**src/pcs_pkg.sv**
```systemverilog
package pcs_pkg;

    // ********************************************************
    // Widths
    // ********************************************************
    localparam int PC_W        = 13;
    localparam int PCL_W       = 8;
    localparam int PCH_W       = 5;
    localparam int JUMP_W      = 11;
    localparam int STACK_DEPTH = 8;
    localparam int DATA_W      = 8;
    localparam int IND_ADDR_W  = 9;
    localparam int PAGE_BIT    = 3;

    // ********************************************************
    // Register map (word index; byte address is four times it)
    // ********************************************************
    localparam logic [3:0] REG_PCL       = 4'h0;
    localparam logic [3:0] REG_LATCH     = 4'h1;
    localparam logic [3:0] REG_PTR       = 4'h2;
    localparam logic [3:0] REG_BANK      = 4'h3;
    localparam logic [3:0] REG_IND_DATA  = 4'h4;
    localparam logic [3:0] REG_PC_FULL   = 4'h5;
    localparam logic [3:0] REG_SEQ_CMD   = 4'h6;
    localparam logic [3:0] REG_IND_ADDR  = 4'h7;

    // ********************************************************
    // Reset values
    // ********************************************************
    localparam logic [PC_W-1:0]   PC_RST    = 13'h0000;
    localparam logic [DATA_W-1:0] LATCH_RST = 8'h00;
    localparam logic [DATA_W-1:0] PTR_RST   = 8'h00;
    localparam logic [DATA_W-1:0] SELF_READ = 8'h00;
    localparam logic [DATA_W-1:0] SELF_ADDR = 8'h00;
    localparam logic [31:0]       UNMAPPED  = 32'h0000_0000;

    // ********************************************************
    // Sequencer commands
    // ********************************************************
    typedef enum logic [2:0] {
        PCS_CMD_NONE,
        PCS_CMD_STEP,
        PCS_CMD_JUMP,
        PCS_CMD_CALL,
        PCS_CMD_INTR,
        PCS_CMD_RETURN,
        PCS_CMD_RETURN_LIT,
        PCS_CMD_RETURN_INT
    } pcs_cmd_t;

    typedef struct packed {
        pcs_cmd_t            cmd;
        logic [JUMP_W-1:0]   target;
    } pcs_seq_req_t;

    localparam logic [PC_W-1:0] INTR_VECTOR = 13'h0004;

endpackage : pcs_pkg

```
**src/pcs_stack.sv**
```systemverilog
`timescale 1ns/1ps
module pcs_stack
    import pcs_pkg::*;
#(
    parameter int DEPTH = STACK_DEPTH,
    parameter int WIDTH = PC_W
) (
    // Clock and reset
    input  wire logic             clk_sys,
    input  wire logic             rst,
    // Operations
    input  wire logic             push,
    input  wire logic             pop,
    input  wire logic [WIDTH-1:0] push_data,
    output logic      [WIDTH-1:0] top_data
);
    localparam int PW = $clog2(DEPTH);

    logic [WIDTH-1:0] mem_q [DEPTH];
    logic [PW-1:0]    ptr_q;

    // Pointer wraps silently: no overflow or underflow is reported
    always_ff @(posedge clk_sys or posedge rst) begin
        if (rst) begin
            ptr_q <= '0;
        end else if (push) begin
            ptr_q <= ptr_q + PW'(1);
        end else if (pop) begin
            ptr_q <= ptr_q - PW'(1);
        end
    end

    always_ff @(posedge clk_sys or posedge rst) begin
        if (rst) begin
            for (int i = 0; i < DEPTH; i++) begin
                mem_q[i] <= '0;
            end
        end else if (push) begin
            mem_q[ptr_q] <= push_data;
        end
    end

    assign top_data = mem_q[ptr_q - PW'(1)];

endmodule : pcs_stack

```
**src/pcs_sequencer.sv**
```systemverilog
// The register addresses and the Avalon-MM slave port were chosen for this implementation.
`timescale 1ns/1ps
// Behaviour
// - 13-bit counter; only low byte writable, full value readable
// - Low-byte write loads high bits from latch
// - Jump/call: 11 instruction bits, latch bits 4:3
// - Call or interrupt pushes full counter
// - Eight-deep, 13-bit stack, pointer hidden
// - Returns pop the stack into counter
// - Push and pop leave latch alone
// - Stack wraps; ninth push overwrites first
// - Indirect port redirects to pointed register
// - Indirect read of itself returns zero
// - Indirect write to itself changes nothing
// - Address is bank bit over pointer
module pcs_sequencer
    import pcs_pkg::*;
(
    // Clock and reset
    input  wire logic                  clk_sys,
    input  wire logic                  rst,
    // Avalon-MM slave
    input  wire logic [5:0]            avs_address,
    input  wire logic                  avs_read,
    input  wire logic                  avs_write,
    input  wire logic [31:0]           avs_writedata,
    input  wire logic [3:0]            avs_byteenable,
    output logic      [31:0]           avs_readdata,
    output logic                       avs_waitrequest,
    // Instruction sequencing from the executor
    input  wire pcs_seq_req_t          seq_req,
    // Program memory fetch address
    output logic      [PC_W-1:0]       fetch_addr,
    // Data memory port for indirect access
    output logic      [IND_ADDR_W-1:0] dmem_addr,
    output logic                       dmem_read,
    output logic                       dmem_write,
    output logic      [DATA_W-1:0]     dmem_wdata,
    input  wire logic [DATA_W-1:0]     dmem_rdata,
    input  wire logic                  dmem_ready
);

    // ********************************************************
    // State
    // ********************************************************
    typedef enum {
        PCS_IDLE,
        PCS_IND,
        PCS_DONE
    } pcs_bus_st_t;

    pcs_bus_st_t       st_q;
    logic [PC_W-1:0]   pc_q;
    logic [DATA_W-1:0] latch_q;
    logic [DATA_W-1:0] ptr_q;
    logic              bank_q;
    logic [31:0]       rdata_q;
    logic              ind_wr_q;
    logic [DATA_W-1:0] ind_wdata_q;

    logic [3:0]        reg_idx;
    logic              bus_req;
    logic              wr_fire;
    logic              ind_self;
    logic              pcl_wr;
    logic              do_push;
    logic              do_pop;
    logic [PC_W-1:0]   stack_top;
    logic [PC_W-1:0]   pc_plus;
    logic              wr_lo;
    logic              is_cmd_wr;
    pcs_cmd_t          bus_cmd;
    pcs_cmd_t          cmd;
    logic [JUMP_W-1:0] target;

    assign reg_idx  = avs_address[5:2];
    assign bus_req  = avs_read | avs_write;
    assign wr_lo    = avs_byteenable[0];
    assign ind_self = (ptr_q == SELF_ADDR);
    assign pc_plus  = pc_q + PC_W'(1);

    // Bus may drive the sequencer too; the executor port wins on collision
    assign is_cmd_wr = (st_q == PCS_IDLE) && avs_write && (reg_idx == REG_SEQ_CMD);
    assign bus_cmd   = pcs_cmd_t'(avs_writedata[JUMP_W+2:JUMP_W]);
    always_comb begin
        cmd    = seq_req.cmd;
        target = seq_req.target;
        if (seq_req.cmd == PCS_CMD_NONE && is_cmd_wr && avs_byteenable[1]) begin
            cmd    = bus_cmd;
            target = avs_writedata[JUMP_W-1:0];
        end
    end

    // ********************************************************
    // Avalon-MM handshake
    // ********************************************************
    // Plain registers answer in the cycle after the request; indirect
    // access waits on data memory, so no fixed latency can be promised
    always_ff @(posedge clk_sys or posedge rst) begin
        if (rst) begin
            st_q <= PCS_IDLE;
        end else begin
            case (st_q)
                PCS_IDLE: begin
                    if (bus_req) begin
                        // A write with the low byte disabled never touches memory
                        if (reg_idx == REG_IND_DATA && !ind_self && (avs_read || wr_lo)) begin
                            st_q <= PCS_IND;
                        end else begin
                            st_q <= PCS_DONE;
                        end
                    end
                end
                PCS_IND: begin
                    if (dmem_ready) begin
                        st_q <= PCS_DONE;
                    end
                end
                PCS_DONE: st_q <= PCS_IDLE;
                default:  st_q <= PCS_IDLE;
            endcase
        end
    end

    assign avs_waitrequest = !(st_q == PCS_DONE);
    assign avs_readdata    = rdata_q;
    // Register writes land on the request's first cycle, answered next
    assign wr_fire         = (st_q == PCS_IDLE) && avs_write;
    assign pcl_wr          = wr_fire && wr_lo && (reg_idx == REG_PCL);

    // ********************************************************
    // Read data
    // ********************************************************
    always_ff @(posedge clk_sys or posedge rst) begin
        if (rst) begin
            rdata_q <= UNMAPPED;
        end else if (st_q == PCS_IND && dmem_ready) begin
            rdata_q <= {24'h00_0000, dmem_rdata};
        end else if (st_q == PCS_IDLE && avs_read) begin
            case (reg_idx)
                REG_PCL:      rdata_q <= {24'h00_0000, pc_q[PCL_W-1:0]};
                REG_LATCH:    rdata_q <= {24'h00_0000, latch_q};
                REG_PTR:      rdata_q <= {24'h00_0000, ptr_q};
                REG_BANK:     rdata_q <= {31'h0000_0000, bank_q};
                REG_IND_DATA: rdata_q <= {24'h00_0000, SELF_READ};
                REG_PC_FULL:  rdata_q <= {19'h0_0000, pc_q};
                REG_IND_ADDR: rdata_q <= {23'h00_0000, dmem_addr};
                default:      rdata_q <= UNMAPPED;
            endcase
        end
    end

    // ********************************************************
    // Latch, pointer and bank bit
    // ********************************************************
    always_ff @(posedge clk_sys or posedge rst) begin
        if (rst) begin
            latch_q <= LATCH_RST;
        end else if (wr_fire && wr_lo && reg_idx == REG_LATCH) begin
            latch_q <= avs_writedata[DATA_W-1:0];
        end
    end

    always_ff @(posedge clk_sys or posedge rst) begin
        if (rst) begin
            ptr_q  <= PTR_RST;
            bank_q <= 1'b0;
        end else if (wr_fire && wr_lo && reg_idx == REG_PTR) begin
            ptr_q  <= avs_writedata[DATA_W-1:0];
        end else if (wr_fire && wr_lo && reg_idx == REG_BANK) begin
            bank_q <= avs_writedata[0];
        end
    end

    // ********************************************************
    // Program counter
    // ********************************************************
    assign do_push = (cmd == PCS_CMD_CALL) || (cmd == PCS_CMD_INTR);
    assign do_pop  = (cmd == PCS_CMD_RETURN) || (cmd == PCS_CMD_RETURN_LIT)
                  || (cmd == PCS_CMD_RETURN_INT);

    // A low-byte write overrides any sequencing in the same cycle
    always_ff @(posedge clk_sys or posedge rst) begin
        if (rst) begin
            pc_q <= PC_RST;
        end else if (pcl_wr) begin
            pc_q <= {latch_q[PCH_W-1:0], avs_writedata[PCL_W-1:0]};
        end else begin
            case (cmd)
                PCS_CMD_STEP:   pc_q <= pc_plus;
                PCS_CMD_JUMP,
                PCS_CMD_CALL:   pc_q <= {latch_q[PCH_W-1:PAGE_BIT+1],
                                         latch_q[PAGE_BIT], target};
                PCS_CMD_INTR:   pc_q <= INTR_VECTOR;
                PCS_CMD_RETURN,
                PCS_CMD_RETURN_LIT,
                PCS_CMD_RETURN_INT: pc_q <= stack_top;
                default:        pc_q <= pc_q;
            endcase
        end
    end

    assign fetch_addr = pc_q;

    // Call saves the return address; interrupt saves the current one
    pcs_stack #(
        .DEPTH (STACK_DEPTH),
        .WIDTH (PC_W)
    ) u_stack (
        .clk_sys   (clk_sys),
        .rst       (rst),
        .push      (do_push && !pcl_wr),
        .pop       (do_pop && !pcl_wr),
        .push_data ((cmd == PCS_CMD_CALL) ? pc_plus : pc_q),
        .top_data  (stack_top)
    );

    // ********************************************************
    // Indirect data port
    // ********************************************************
    always_ff @(posedge clk_sys or posedge rst) begin
        if (rst) begin
            ind_wr_q    <= 1'b0;
            ind_wdata_q <= 8'h00;
        end else if (st_q == PCS_IDLE && bus_req) begin
            ind_wr_q    <= avs_write && wr_lo;
            ind_wdata_q <= avs_writedata[DATA_W-1:0];
        end
    end

    assign dmem_addr  = {bank_q, ptr_q};
    assign dmem_read  = (st_q == PCS_IND) && !ind_wr_q;
    // A self-addressed write never enters PCS_IND, so no store occurs
    assign dmem_write = (st_q == PCS_IND) && ind_wr_q;
    assign dmem_wdata = ind_wdata_q;

endmodule : pcs_sequencer

```
**config.mk**
```make
export PLATFORM = sky130hd
export DESIGN_NAME = pcs_sequencer
export DESIGN_NICKNAME = d
export VERILOG_FILES = /design/src/pcs_pkg.sv /design/src/pcs_stack.sv /design/src/pcs_sequencer.sv
export SDC_FILE = /design/constraint.sdc
export NUM_CORES = 1
export LEC_CHECK = 0
export ABC_AREA = 1
export BUFFER_PORTS_ARGS = -buffer_cell sky130_fd_sc_hd__buf_2
export CORE_ASPECT_RATIO = 2
export CORE_UTILIZATION = 43
export CTS_BUF_LIST = sky130_fd_sc_hd__clkbuf_2
export CTS_CLUSTER_SIZE = 40
export DETAILED_ROUTE_END_ITERATION = 12
export GPL_ROUTABILITY_DRIVEN = 0
export GPL_TIMING_DRIVEN = 0
export PLACE_DENSITY = 0.63
export SLEW_MARGIN = 20
export SYNTH_ARGS = -nofsm -noshare
export SYNTH_HDL_FRONTEND = slang
export SYNTH_SLANG_ARGS = --single-unit
```
**constraint.sdc**
```tcl
create_clock -name clk_sys -period 9.3 [get_ports clk_sys]
set_clock_uncertainty 0.2 [all_clocks]
set_input_delay 0.93 -clock clk_sys [delete_from_list [all_inputs] [get_ports clk_sys]]
set_output_delay 0.93 -clock clk_sys [all_outputs]
set_load 0.03 [all_outputs]
```
=== Word-level counts from Yosys, hierarchy flattened ===
Index checks and enable logic that the tools add are counted.

* Add/sub/neg operators: 3
* Order comparisons: 3
* Equal/unequal tests: 19
* Mux-type cells: 20
* Bitwise logic cells: 4
* Reduce and logical (&&, ||, !) cells: 40

{| class="wikitable"
|+ Operators with widths
! cell !! number
|-
| 32-bit 2-to-1 mux || 4
|-
| 104-bit bitwise mux || 1
|-
| 13-bit one-hot mux with 6 select lines || 1
|-
| 13-bit 2-to-1 mux || 5
|-
| 32-bit zero test || 2
|-
| 32-bit one-hot mux with 2 select lines || 1
|-
| 13-bit one-hot mux with 4 select lines || 1
|-
| 13-bit binary-select mux with 3-bit select || 1
|-
| 13-bit demux with 3-bit select || 1
|-
| 32-bit by 1-bit equality test with 1-bit output, second input constant || 1
|-
| 32-bit by 2-bit equality test with 1-bit output, second input constant || 1
|-
| 32-bit by 3-bit equality test with 1-bit output, second input constant || 1
|-
| 1-bit logical AND || 20
|-
| 4-bit by 3-bit equality test with 1-bit output, second input constant || 4
|-
| 13-bit by 1-bit adder with 13-bit output, second input constant || 1
|-
| 3-bit equality test, second input constant || 4
|-
| 11-bit 2-to-1 mux || 1
|-
| 3-bit 2-to-1 mux || 3
|-
| 4-bit by 2-bit equality test with 1-bit output, second input constant || 2
|-
| 4-bit >= comparator, second input constant || 2
|-
| 8-bit zero test || 1
|-
| 3-bit inverter with 4-bit output || 2
|-
| 3-bit by 2-bit equality test with 1-bit output, second input constant || 2
|-
| 5-bit nonzero test || 1
|-
| 17 further kinds || 26
|}

* Flip-flop bits (word level): 210
* Output and inout bits: 65

=== Logic depth before layout (Yosys ltp) ===
* Depth after elaboration: 12
* Gate-level depth with buffers: 16
* Depth with buffers taken out: 14

=== Cells and area by module ===
Synthesis repeated with hierarchy kept, for this count alone.

* Cell total of the unflattened synthesis: 1235
* Area, all modules: 8836.0 sq um

{| class="wikitable"
|+ Modules (own cells, without submodules)
! module !! times used !! cells an instance !! area each (sq um)
|-
| pcs_stack || 1 || 723 || 5316.3
|-
| pcs_sequencer || 1 || 512 || 3519.6
|}

=== Worst setup path before layout ===
OpenSTA, ideal clock, no wires.

* Path type: register -> register
* From: reg u_stack.ptr_q[0]
* To: reg pc_q[2], in the netlist fetch_addr[2]
* Arrival time: 2.393 ns
* Path slack: 6.589 ns
* Stages on the path, launching flop included: 15
* Path buffers: 4
* Cell sequence: dfrtp_1 inv_1 clkbuf_1 clkbuf_1 ha_1 clkbuf_1 clkinv_1 clkbuf_1 nand3_1 nand3_1 nand2_1 o21bai_1 nand4_1 nand2_1 nand2_1

* Cells in the longest elaborated chain, start to end: 7

{| class="wikitable"
|+ Ends and longest elaborated chain
! what !! RTL line !! text
|-
| start: declaration || pcs_stack.sv:20 || <nowiki>logic [PW-1:0] ptr_q;</nowiki>
|-
| start signal: assignment || pcs_stack.sv:27 || <nowiki>ptr_q <= ptr_q + PW'(1);</nowiki>
|-
| start signal: assignment || pcs_stack.sv:29 || <nowiki>ptr_q <= ptr_q - PW'(1);</nowiki>
|-
| 3-bit by 1-bit subtractor with 3-bit output || pcs_stack.sv:43 || <nowiki>assign top_data = mem_q[ptr_q - PW'(1)];</nowiki>
|-
| 3-bit inverter with 4-bit output (implied by the code) || pcs_stack.sv:43 ||
|-
| 13-bit binary-select mux with 3-bit select || pcs_stack.sv:43 ||
|-
| 13-bit 2-to-1 mux (implied by the code) (2 in series) || pcs_stack.sv:43 ||
|-
| 13-bit one-hot mux with 4 select lines || pcs_sequencer.sv:189 || <nowiki>case (cmd)</nowiki>
|-
| 13-bit 2-to-1 mux || pcs_sequencer.sv:186 || <nowiki>end else if (pcl_wr) begin</nowiki>
|-
| end signal: assignment || pcs_sequencer.sv:187 || <nowiki>pc_q <= {latch_q[PCH_W-1:0], avs_writedata[PCL_W-1:0]};</nowiki>
|-
| end signal: assignment || pcs_sequencer.sv:190 || <nowiki>PCS_CMD_STEP: pc_q <= pc_plus;</nowiki>
|-
| end signal: assignment || pcs_sequencer.sv:192 || <nowiki>PCS_CMD_CALL: pc_q <= {latch_q[PCH_W-1:PAGE_BIT+1],</nowiki>
|-
| end: declaration || pcs_sequencer.sv:53 || <nowiki>logic [PC_W-1:0] pc_q;</nowiki>
|}

No other way between the ends. The select of a mux whose other input is x is not followed.
A chain may end at the register's enable or synchronous reset.

=== Worst setup path in the final report ===
* From: reg u_stack.ptr_q[0]
* To: reg pc_q[8], in the netlist fetch_addr[8]

Same word-level chain as after synthesis.

==> metrics.txt <==
status=finished, final reports clean; sequential fraction of design power=around 38%; Hold Vio Cnt, Final=0; I/O Buffers=around 90; maxcap violations=0; fmax=roughly 240 MHz; vias per cell=roughly 5.4; global routing usage on met1=about 27%; # IOs=approximately 130; Comb pwr share=between 50 and 60%; GRT busiest layer=met2; CTS Hold Buffers Added=1; period utilization=between 40% and 50%; Clock power frac=around an eighth; Row Count=between 70 and 80; biggest area consumer among synthesized cells=dfrtp_1; switch share=50.7%; Iteration-0 DRC Markers=around 530; layout net count=about 1400; area grow syn2layout=12.7%; vias in the first global route=roughly 9000; Post-route DRC=0; power per cell area=roughly 300 mW/mm^2; Critical Path AT=between 4 and 5 ns; synth cell count leaders=389 x nand2_1, 161 x dfrtp_1, 135 x nand3_1; largest net degree at the start of global routing=88; top-area cell type share of the netlist area=a little under half; Synth area leaders=dfrtp_1 45%, nand2_1 16%, nand3_1 7.6%, o21ai_0 5.3%, nor2_1 4.9%; FF+latch area=about 0.0040 mm^2; global-route wire length before repair=47400 um; post_cts resized=0; Cells after Synth=approximately 1200; setup repair bufs after CTS=0; cts bufs inserted=17; starting density of the core=43.7%; Period minus WS final=around 4.2 ns; DP Wirelength=roughly 24000 um; CP Max Fanout=10; critical path class=flip-flop to flip-flop; Slew headroom=between 40% and 50%; die area=around 0.021 mm^2; drt total wl=about 30000 um; initial antenna violation count=1; clock transition at the registers of the reported paths=roughly 0.25 ns; P_leak=just over 5 nW; most common cell in the netlist=nand2_1; Mean Syn Cell Area=roughly 7.5 um^2; NetSw=~1.6 mW; CTS tree=done; Cell Area, Synth=roughly 0.0089 mm^2; clock sinks=161; Max Root-Sink Buffers=2; Worst EP required=about 9.8 ns; measured slew at the worst slew-check pin=0.832 ns; register area share after synthesis=45.4%; Fin Setup TNS=0 ns; path depth of the worst reg2reg path=13; Multi-input gate area=about 0.0042 mm^2; RSZ-0062 raised after global routing=false; Cell Int Power=between 1.5 and 2 mW; Post-synth ARST share=100%; Detailed Routing Iterations Pass 1=5; Non-Filler Instances=about 1600; DR vias=~8600; H-tree levels=4; Critical Path Source Type=flip-flop; # setup viols final=0; FILL cells=a little over 2000; grt ovf=0; worst skew pair latency=roughly 0.80 ns; maximum vdd drop=approximately 130 uV; Tot GR Track Use=between 30 and 40%; Die Y=around 200 um; Die W=about 100 um; routing usage on met2=a little under three fifths; Hold Crit Depth=2; root buf cell=clkbuf_2; library cells used by synthesis=39; M3 GR Usage=4.17%; layout cells sized above 1=15.7%; register bit total from synthesis=between 150 and 200; Worst Hold Class=input pin to flip-flop; post-route ant nets=0; Crit. End Element=flip-flop; placed instance count=1559; core region area=between 0.02 and 0.025 mm^2; number of flops mapped to enable cells by yosys=0; Final Max Tran Viols=0; Synth Warn #=0; WL per Instance=between 15 and 20 um; Top FF cell, synth=dfrtp_1; utilization after layout=between 40% and 50%
-- area by class of cell --
cell class / instances / area share [%]
inverters: 61 / 2.39
diodes: 1 / 0.0250
clock inverters: 15 / 1.36
repair buffers: 94 / 4.98
multi-input cells: 897 / 41.6
plain buffers: 81 / 5.10
flip-flops and latches: 161 / 40.3
clock buffers: 17 / 0.851
well taps: 266 / 3.33
-- kinds of logic after synthesis --
logic type	count (synthesis)	share of synthesized area (%)
buffers and inverters	142	8.36
AND/OR/NAND/NOR	674	32.7
AO/OA/AOI/OAI	188	11.7
other	1	0.0423
adder cells (fa/ha/maj)	3	0.423
flip-flops	161	45.4
XOR/XNOR	13	1.28
-- sequential cells by signal (all words and copies together) (netlist names) --
name	flops
avs_readdata	13
bank_q	1
dmem_wdata	8
fetch_addr	13
ind_wr_q	1
latch_q	8
ptr_q	8
st_q	2
u_stack.mem_q	104
u_stack.ptr_q	3
-- metal layers --
metal  up-vias  part of all wire [%]  wire (um)
met5         -                     0          0
met4         0                    10       3180
met3       160                   4.0       1220
met2       334                    54      16600
met1      4000                    32       9750
li1       4077                     -          -
-- placed cells by master, fill, tap and decap left out, types with 20 or more instances in the layout --
cell      count
nand2_1     389
dfrtp_1     161
nand3_1     135
nor2_1      116
buf_2       100
o21ai_0      94
inv_1        51
a21oi_1      38
clkbuf_1     35
buf_4        22
o22ai_1      20
-- worst max-delay path, stage by stage (launching register included) --
cell      delay (ns)
dfrtp_1         0.48
inv_1           0.10
clkbuf_1        0.37
clkbuf_1        0.49
ha_1            0.22
clkbuf_1        0.41
clkinv_1        0.45
clkbuf_1        0.41
o21ai_0         0.17
o22ai_1         0.11
nand2_1         0.07
a21oi_1         0.09
o21ai_1         0.39
nand2_1         0.09
-- power by group through the flow --
| stage | clock network [mW] | registers, mW | logic [mW] |
|---|---|---|---|
| 4_1_cts | 0.385 | 1.15 | 1.53 |
| 3_5_place_dp | 0 | 1.16 | 1.53 |
| 5_1_grt | 0.408 | 1.19 | 1.71 |
| 3_3_place_gp | 0 | 1.16 | 1.51 |
| 2_1_floorplan | 0 | 1.21 | 0.952 |
| 6_report | 0.378 | 1.16 | 1.55 |
-- final timing paths --
kind                       slack (ns)                             to                          start
max                              5.14      fetch_addr[8]$_DFFE_PP0P_   u_stack.ptr_q[0]$_DFFE_PP0P_
min                              0.11            st_q[0]$_DFFE_PP0P_                     dmem_ready
max reg2reg                      5.14      fetch_addr[8]$_DFFE_PP0P_   u_stack.ptr_q[0]$_DFFE_PP0P_
min reg2reg                      0.31  u_stack.mem_q[11]$_DFFE_PP0P_  u_stack.mem_q[11]$_DFFE_PP0P_
max in group asynchronous        7.58      fetch_addr[9]$_DFFE_PP0P_                            rst
min in group asynchronous        0.51  u_stack.mem_q[69]$_DFFE_PP0P_                            rst
-- through the flow --
step           power [mW]  instance area (um^2)  hold slack [ns]  setup WS (ns)
2_1_floorplan        2.17                  8930            0.244           3.82
3_3_place_gp         2.67                  9730            0.256           1.73
3_5_place_dp         2.70                  9760            0.260           5.30
4_1_cts              3.07                  9990           0.0711           5.30
5_1_grt              3.30                  9990           0.0707           4.91
6_report             3.09                  9990            0.114           5.14
(Power assumes the default switching activity.)
